## src/hdl/pwct_pkg.sv

```systemverilog
// Package of constants and carrier types for the pulse width capture timer.
// Overview of operation
// - Counter advances once every eight oscillator cycles.
// - Capture either polarity, full rollover, one-tick resolution.
// - Capture only on currently selected edge.
// - Capture pin level not readable; use separate input.
// - Rising capture raises first event; software selects falling.
// - Captured edge holds counter value for software.
// - Each rollover raises an overflow event.
package pwct_pkg;

  localparam int unsigned PWCT_PRESCALE     = 8;
  localparam int unsigned PWCT_CNT_W        = 16;
  localparam logic [15:0] PWCT_CNT_RESET    = 16'h0000;
  localparam logic [15:0] PWCT_CAP_RESET    = 16'h0000;
  localparam logic [15:0] PWCT_CNT_MAX      = 16'hFFFF;
  localparam logic [2:0]  PWCT_PRE_RESET    = 3'h0;
  localparam logic [2:0]  PWCT_PRE_LAST     = 3'h7;

  typedef enum logic {
    PWCT_EDGE_FALLING,
    PWCT_EDGE_RISING
  } pwct_edge_e;

  // Software side controls: flag clears are one-cycle pulses.
  typedef struct packed {
    logic capture_edge_select;
    logic clear_capture_flag;
    logic clear_overflow_flag;
  } pwct_ctrl_s;

  typedef struct packed {
    logic [15:0] counter_value;
    logic [15:0] capture_value;
    logic        capture_event_flag;
    logic        overflow_flag;
  } pwct_stat_s;

endpackage : pwct_pkg

```

## src/hdl/pwct_timer.sv

```systemverilog
// Free-running prescaled 16-bit counter with one edge-selectable input capture.
`timescale 1ns/100ps
`default_nettype none
module pwct_timer
  import pwct_pkg::*;
#(
  parameter int unsigned PRESCALE = PWCT_PRESCALE,
  parameter int unsigned CNT_W    = PWCT_CNT_W
)
(
  // Clock and reset.
  input  wire logic       sys_clk,
  input  wire logic       resetn,

  // Pulse source.
  input  wire logic       capture_input_pin,

  // Software controls.
  input  wire pwct_ctrl_s ctrl,

  // State for software and the counter advance strobe.
  output var pwct_stat_s  stat,
  output var logic        timer_tick
);

  // Timing as seen from outside the block.
  // The counter steps on each edge that ends a cycle with timer_tick high.
  // The first edge that samples a new pin level of the selected polarity also loads the capture register and flag.
  // The captured count is the one that stood just before that edge.
  // Clear inputs are single-cycle pulses; a set in the same cycle wins over them.
  // The pin is sampled directly, so the pulse source must be synchronous to sys_clk.
  // Software must flip the edge selection between the two edges of a pulse.
  // Otherwise the second edge is lost, so short pulses need a separate pin reader.
  // The pin level itself is not reported, as the capture path only sees edges.
  // Rollovers beyond one wrap are left for software to tally from the overflow flag.
  // A rollover that lands on a captured edge sets both flags in the same cycle.
  // Deciding which side of the edge that rollover belongs to is left to software.

  // Elaboration checks.
  // The status carrier and the three-bit prescaler fix both figures, so other values are refused.
  if (PRESCALE != PWCT_PRESCALE) begin : g_check_prescale
    $error("PRESCALE must equal the fixed divide-by-eight prescaler.");
  end

  if (CNT_W != PWCT_CNT_W) begin : g_check_width
    $error("CNT_W must match the sixteen-bit counter carried in the status.");
  end

  localparam logic [2:0]  PRE_STEP = 3'h1;
  localparam logic [15:0] CNT_STEP = 16'h0001;

  // Edge test shared by both capture polarities.
  function automatic logic edge_match(
    input logic       now_lvl,
    input logic       prev_lvl,
    input pwct_edge_e dir
  );
    case (dir)
      PWCT_EDGE_RISING: begin
        edge_match = now_lvl && !prev_lvl;
      end
      PWCT_EDGE_FALLING: begin
        edge_match = !now_lvl && prev_lvl;
      end
      default: begin
        edge_match = 1'b0;
      end
    endcase
  endfunction : edge_match

  // Sticky flag update; a set landing on a clear wins so no event is lost.
  function automatic logic sticky_next(
    input logic cur_in,
    input logic set_in,
    input logic clr_in
  );
    if (set_in) begin
      sticky_next = 1'b1;
    end else if (clr_in) begin
      sticky_next = 1'b0;
    end else begin
      sticky_next = cur_in;
    end
  endfunction : sticky_next

  // Prescaler and counter.
  logic [2:0]  pre_reg;
  logic [15:0] cnt_reg;

  // Capture path.
  logic [15:0] cap_reg;
  logic        pin_reg;
  logic        pin_seen_reg;

  // Flags.
  logic        cap_flag_reg;
  logic        ovf_flag_reg;

  // Next values.
  logic [2:0]  pre_next;
  logic [15:0] cnt_next;
  logic [15:0] cap_next;
  logic        pin_next;
  logic        pin_seen_next;
  logic        cap_flag_next;
  logic        ovf_flag_next;

  // Decode.
  wire         tick_w;
  wire         wrap_w;
  wire         rise_w;
  wire         fall_w;
  wire         capture_w;
  pwct_edge_e  edge_sel_w;

  // The tick marks the last prescaler state before the counter steps.
  assign tick_w     = (pre_reg == PWCT_PRE_LAST);
  assign wrap_w     = tick_w && (cnt_reg == PWCT_CNT_MAX);

  // The first sample after reset only primes the detector, so no false edge follows reset.
  assign rise_w     = pin_seen_reg && edge_match(capture_input_pin, pin_reg, PWCT_EDGE_RISING);
  assign fall_w     = pin_seen_reg && edge_match(capture_input_pin, pin_reg, PWCT_EDGE_FALLING);

  // Only the armed edge captures; the other edge is dropped until the selection flips.
  assign edge_sel_w = pwct_edge_e'(ctrl.capture_edge_select);
  assign capture_w  = (edge_sel_w == PWCT_EDGE_RISING) ? rise_w : fall_w;

  // Counting.
  assign pre_next      = pre_reg + PRE_STEP;
  assign cnt_next      = tick_w ? (cnt_reg + CNT_STEP) : cnt_reg;

  // Capturing.
  assign cap_next      = capture_w ? cnt_reg : cap_reg;
  assign pin_next      = capture_input_pin;
  assign pin_seen_next = 1'b1;

  // Flags.
  assign cap_flag_next = sticky_next(cap_flag_reg, capture_w, ctrl.clear_capture_flag);
  assign ovf_flag_next = sticky_next(ovf_flag_reg, wrap_w, ctrl.clear_overflow_flag);

  // Prescaler.
  always_ff @(posedge sys_clk or negedge resetn) begin
    if (!resetn) begin
      pre_reg <= PWCT_PRE_RESET;
    end else begin
      pre_reg <= pre_next;
    end
  end

  // Counter.
  always_ff @(posedge sys_clk or negedge resetn) begin
    if (!resetn) begin
      cnt_reg <= PWCT_CNT_RESET;
    end else begin
      cnt_reg <= cnt_next;
    end
  end

  // Capture register.
  always_ff @(posedge sys_clk or negedge resetn) begin
    if (!resetn) begin
      cap_reg <= PWCT_CAP_RESET;
    end else begin
      cap_reg <= cap_next;
    end
  end

  // Previous pin sample.
  always_ff @(posedge sys_clk or negedge resetn) begin
    if (!resetn) begin
      pin_reg <= 1'b0;
    end else begin
      pin_reg <= pin_next;
    end
  end

  // Edge detector primed.
  always_ff @(posedge sys_clk or negedge resetn) begin
    if (!resetn) begin
      pin_seen_reg <= 1'b0;
    end else begin
      pin_seen_reg <= pin_seen_next;
    end
  end

  // Capture flag.
  always_ff @(posedge sys_clk or negedge resetn) begin
    if (!resetn) begin
      cap_flag_reg <= 1'b0;
    end else begin
      cap_flag_reg <= cap_flag_next;
    end
  end

  // Overflow flag.
  always_ff @(posedge sys_clk or negedge resetn) begin
    if (!resetn) begin
      ovf_flag_reg <= 1'b0;
    end else begin
      ovf_flag_reg <= ovf_flag_next;
    end
  end

  // Outputs come straight from registers, except the tick strobe.
  assign stat.counter_value      = cnt_reg;
  assign stat.capture_value      = cap_reg;
  assign stat.capture_event_flag = cap_flag_reg;
  assign stat.overflow_flag      = ovf_flag_reg;
  assign timer_tick              = tick_w;

endmodule : pwct_timer
`default_nettype wire

```

## config.mk

```make
export PLATFORM = sky130hd
export DESIGN_NAME = pwct_timer
export DESIGN_NICKNAME = d
export VERILOG_FILES = /design/src/hdl/pwct_pkg.sv /design/src/hdl/pwct_timer.sv
export SDC_FILE = /design/constraint.sdc
export NUM_CORES = 1
export LEC_CHECK = 0
export BUFFER_PORTS_ARGS = -buffer_cell sky130_fd_sc_hd__buf_2
export CAP_MARGIN = 30
export CORE_AREA = 2 2 75 55
export CTS_CLUSTER_DIAMETER = 200
export DETAILED_ROUTE_END_ITERATION = 8
export DIE_AREA = 0 0 77 57
export GPL_TIMING_DRIVEN = 0
export PLACE_DENSITY_LB_ADDON = 0.1
export SKIP_CTS_REPAIR_TIMING = 1
export SYNTH_ARGS = -nofsm -noshare
export SYNTH_HDL_FRONTEND = slang
export SYNTH_SLANG_ARGS = --single-unit
```

## constraint.sdc

```tcl
create_clock -name sys_clk -period 2.43 [get_ports sys_clk]
set_clock_uncertainty 0.1 [all_clocks]
set_input_delay 0.243 -clock sys_clk [delete_from_list [all_inputs] [get_ports sys_clk]]
set_output_delay 0.243 -clock sys_clk [all_outputs]
set_load 0.03 [all_outputs]
```

## Word-level counts from Yosys, hierarchy flattened

Cells that the tools add are included.

- Bits in latches: 0
- Bits of input ports: 6
- Register bits after elaboration: 39
- Memories kept: 0
- ROM bits: 0
- Word-level logic and storage cells: 25
- Output and inout bits: 35
- RAM bits: 0

- Mux-type cells: 5
- Div/mod/pow operators: 0
- Multipliers: 0
- Order comparisons: 0
- Bitwise gates (word level): 0
- Reduce and logical (&&, ||, !) cells: 9
- Eq/ne operators: 2
- Shift operators: 0
- Add/sub/neg operators: 2

Operators with widths:

| cell | count |
|---|---|
| 16-bit by 1-bit adder with 16-bit output, second input constant | 1 |
| 16-bit equality test, second input constant | 1 |
| 1-bit logical AND | 5 |
| 1-bit two-way mux | 5 |
| 2-bit nonzero test | 2 |
| 3-bit by 1-bit adder with 3-bit output, second input constant | 1 |
| 3-bit equality test, second input constant | 1 |
| 1-bit zero test | 2 |

## Logic depth before layout (Yosys ltp)

- Word-level depth: 5
- Mapped depth: 6
- Depth with buffers taken out: 6

## Least setup slack after synthesis

OpenSTA, ideal clock, no wires.

- Kind: register to register
- From: register pre_reg[0]
- To: register cnt_reg[14]
- Data required time: 2.196 ns
- Cell stages (with the launch flop): 7
- Slack: 0.605 ns
- Setup time: 0.134 ns
- Arrival time: 1.591 ns
- Path buffers: 0
- Period minus slack after synthesis: 1.825 ns
- Path through: dfrtp_1 > ha_1 > ha_1 > nand3_1 > nor3_2 > nand3_1 > xnor2_1

- Word-level cells in the longest chain between the ends: 1

Ends and longest elaborated chain:

| what | RTL line | RTL |
|---|---|---|
| start: declaration | pwct_timer.sv:87 | `logic [2:0] pre_reg;` |
| start signal: assignment | pwct_timer.sv:146 | `pre_reg <= pre_next;` |
| 3-bit equality test | pwct_timer.sv:117 | `assign tick_w = (pre_reg == PWCT_PRE_LAST);` |
| net timer_tick | pwct_timer.sv:23 | `output var logic timer_tick` |
| end signal: assignment | pwct_timer.sv:155 | `cnt_reg <= cnt_next;` |
| end: declaration | pwct_timer.sv:88 | `logic [15:0] cnt_reg;` |

The timed path passes the listed nets, and every way through them passes these cells.
A chain may end at the register's enable or synchronous reset.

## Worst setup path after layout

- From: input port capture_input_pin
- To: register cap_reg[13]

- Word-level cells in the longest chain between the ends: 4
- Elaborated cells on any way between the ends: 6
- Classes of those cells: mux: 1; reduce/logical: 5

Ends and longest elaborated chain:

| what | RTL line | RTL |
|---|---|---|
| start: declaration | pwct_timer.sv:16 | `input wire logic capture_input_pin,` |
| 1-bit zero test | pwct_timer.sv:63 | `edge_match = !now_lvl && prev_lvl;` |
| 1-bit logical AND | pwct_timer.sv:63 |  |
| 1-bit logical AND | pwct_timer.sv:122 | `assign fall_w = pin_seen_reg && edge_match(capture_input_pin, pin_reg, PWCT_EDGE_FALLING);` |
| 1-bit two-way mux (*) | pwct_timer.sv:126 | `assign capture_w = (edge_sel_w == PWCT_EDGE_RISING) ? rise_w : fall_w;` |
| end signal: assignment | pwct_timer.sv:164 | `cap_reg <= cap_next;` |
| end: declaration | pwct_timer.sv:91 | `logic [15:0] cap_reg;` |

Every way passes the cells marked *; elsewhere a longest branch is shown, timed or not.

==> impl_metrics.tcl <==
set metrics [dict create \
    finalCritPeriodShare_pct 77.3 \
    vias 983 \
    antenna_found_initial 0 \
    peakVddDrop_mv 0.299 \
    place_congestion 0.682 \
    grt.overflow.total 0 \
    path_clk_slew_ns 0.07 \
    crit_chain "dlygate4sd3_1, buf_2, and3b_4, o21ai_4, buf_8, mux2_4" \
    dp_hpwl_um 1900 \
    num_rows 19 \
    port_buffers 40 \
    ys_types 20 \
    final_layout_size_suffix_gt1_share_pct 45.0 \
    whs_ns -0.0511 \
    wl_per_cell_um 12.7 \
    grt_max_degree 40 \
    cp.arrival_ns 1.95 \
    io_pins 41 \
    ys_warn_count 0 \
    area_growth_pct 22.6 \
    die_x_um 77 \
    rrSetupSlack_ns 0.59 \
    htreeDepth 2 \
    synthCells 111 \
    vias_per_cell 4.64 \
    finalCriticalPeriod_ns 1.88 \
    slowest_delay_ns 0.53 \
    tightest_slew_ns 0.823 \
    cp.required_ns 2.50 \
    p_leak_nw 1.05 \
    synthFlopType "dfrtp_1" \
    ys_ff_latch 39 \
    endpoint_kind "register" \
    drcViolationCount 0 \
    hold_path.class "in -> async" \
    die_area_mm2 0.00439 \
    nets 168 \
    drt-pass1-iter-count 3 \
    tns_ns 0 \
    grt_pass1_wl_um 4660 \
    grt_pass1_vias 939 \
    status "finished, violations left" \
    startpoint_type "input port" \
    drv_slew 0 \
    core_area_mm2 0.00376 \
    slowest_stage "dlygate4sd3_1" \
    grt_use_total_pct 14.5 \
    start_util_pct 42.5 \
    maxCapViolations 0 \
    routed_wirelength_um 2690 \
    netlist_area_mm2 0.00160 \
    diodes 0 \
    seq_area_frac_synth_pct 61.1 \
    drtAntennaViolNets 0 \
    crit_family "buffers and inverters" \
    crit_buf_inv 3 \
    design_area_mm2 0.00196 \
    clk_root_buffer_cell "clkbuf_8" \
    cts_buffers 5 \
    cts.sinks 39 \
    rsz0062_at_grt "no" \
    crit_fanout 10 \
    clock.fmax_mhz 532 \
    synth_nets 120 \
    synth_edf_count 0 \
    synthArstFlopShare_pct 100 \
    critPathKind "in -> reg" \
    setup-violations-final 0 \
    first_iter_violations 33 \
    insertion_delay_ns 0.29 \
    clock_path_buffers 2 \
    violations "negative hold slack" \
    cts_tree "yes" \
    dpl_cell_area_mm2 0.00186 \
    slew_headroom_pct 45.1 \
    finalHoldViolations 39 \
    nFillCells 359 \
    die_h_um 57 \
    p_per_area_mw_per_mm2 589 \
    syn_area_per_cell_um2 14.4 \
]
## layout make-up
cell class,count,area (um2),share of cell area [%]
buffer,3,30.0,1.53
clock buffer,6,72.6,3.71
clock inverter,2,12.5,0.639
inverter,4,15.0,0.767
multi-input combinational,65,576,29.4
sequential,39,976,49.9
tap,52,65.1,3.32
timing repair buffer,41,210,10.7
## synth_stat cells (2+ instances only)
library cell | instances | share of area (%)
o21ai_0 | 2 | 0.63
nor2_1 | 2 | 0.47
buf_4 | 2 | 0.94
mux2_2 | 8 | 5.6
ha_1 | 3 | 2.4
xor2_1 | 3 | 1.6
inv_1 | 4 | 0.94
nand2_1 | 7 | 1.6
nor3_2 | 2 | 1.3
dfrtp_1 | 39 | 61
mux2_4 | 9 | 8.5
xnor2_1 | 12 | 6.6
nand4_1 | 3 | 1.2
nand3_1 | 7 | 2.2
and3_1 | 3 | 1.2
## report_power, final
group          switching (mW)  internal, mW  total (mW)  leakage (nW)
logic                  0.0450        0.0298      0.0748         0.493
clock network           0.214         0.200       0.414        0.0412
registers             0.00537         0.659       0.665         0.517
## path summary, 6_finish.rpt
path,startpoint,end,cells past startpoint
max,capture_input_pin,cap_reg[13],6
min,resetn,cap_reg[1],1
max reg2reg,pre_reg[0],cnt_reg[13],6
min reg2reg,pre_reg[0],pre_reg[0],1
max in group asynchronous,resetn,cnt_reg[0],1
min in group sys_clk,ctrl[1],cap_flag_reg,2
## kinds of logic (layout without fill, tap and decap cells)
| logic type | Yosys count | count (layout) | share of synthesized area (%) |
|---|---|---|---|
| AO/OA/AOI/OAI | 3 | 3 | 1.65 |
| XOR/XNOR | 15 | 15 | 8.23 |
| adder cells (fa/ha/maj) | 3 | 3 | 2.35 |
| buffers and inverters | 7 | 56 | 2.82 |
| flip-flops | 39 | 39 | 61.1 |
| multiplexers | 17 | 17 | 14.1 |
| other | 1 | 1 | 0.235 |
| AND/OR/NAND/NOR | 26 | 26 | 9.48 |
## per-layer routing
metal  GRT usage, %  share of wire (%)
met4           6.12                1.4
met3           6.65                4.9
met5              0                  0
met2           20.3                 46
met1           19.6                 47
## stage by stage
| stage | util [%] | cells | setup slack (ns) | power, mW |
|---|---|---|---|---|
| 2_1_floorplan | - | 111 | 0.605 | 0.723 |
| 3_3_place_gp | 49.6 | 203 | 0.666 | 0.751 |
| 3_5_place_dp | 49.6 | 203 | 0.608 | 0.753 |
| 4_1_cts | 51.8 | 211 | 0.582 | 1.18 |
| 5_1_grt | 52.1 | 212 | 0.377 | 1.21 |
| 6_report | 52.1 | 212 | 0.552 | 1.15 |
## cell usage in the layout, fill, tap and decap left out, types with 3 or more instances in the layout
cell type  instances
mux2_2             8
and3_1             3
clkbuf_8           5
xnor2_1           12
ha_1               3
xor2_1             3
nand4_1            3
nand3_1            7
dfrtp_1           39
inv_1              4
buf_2             40
nand2_1            7
mux2_4             9
Power figures use the tool's default switching activity.
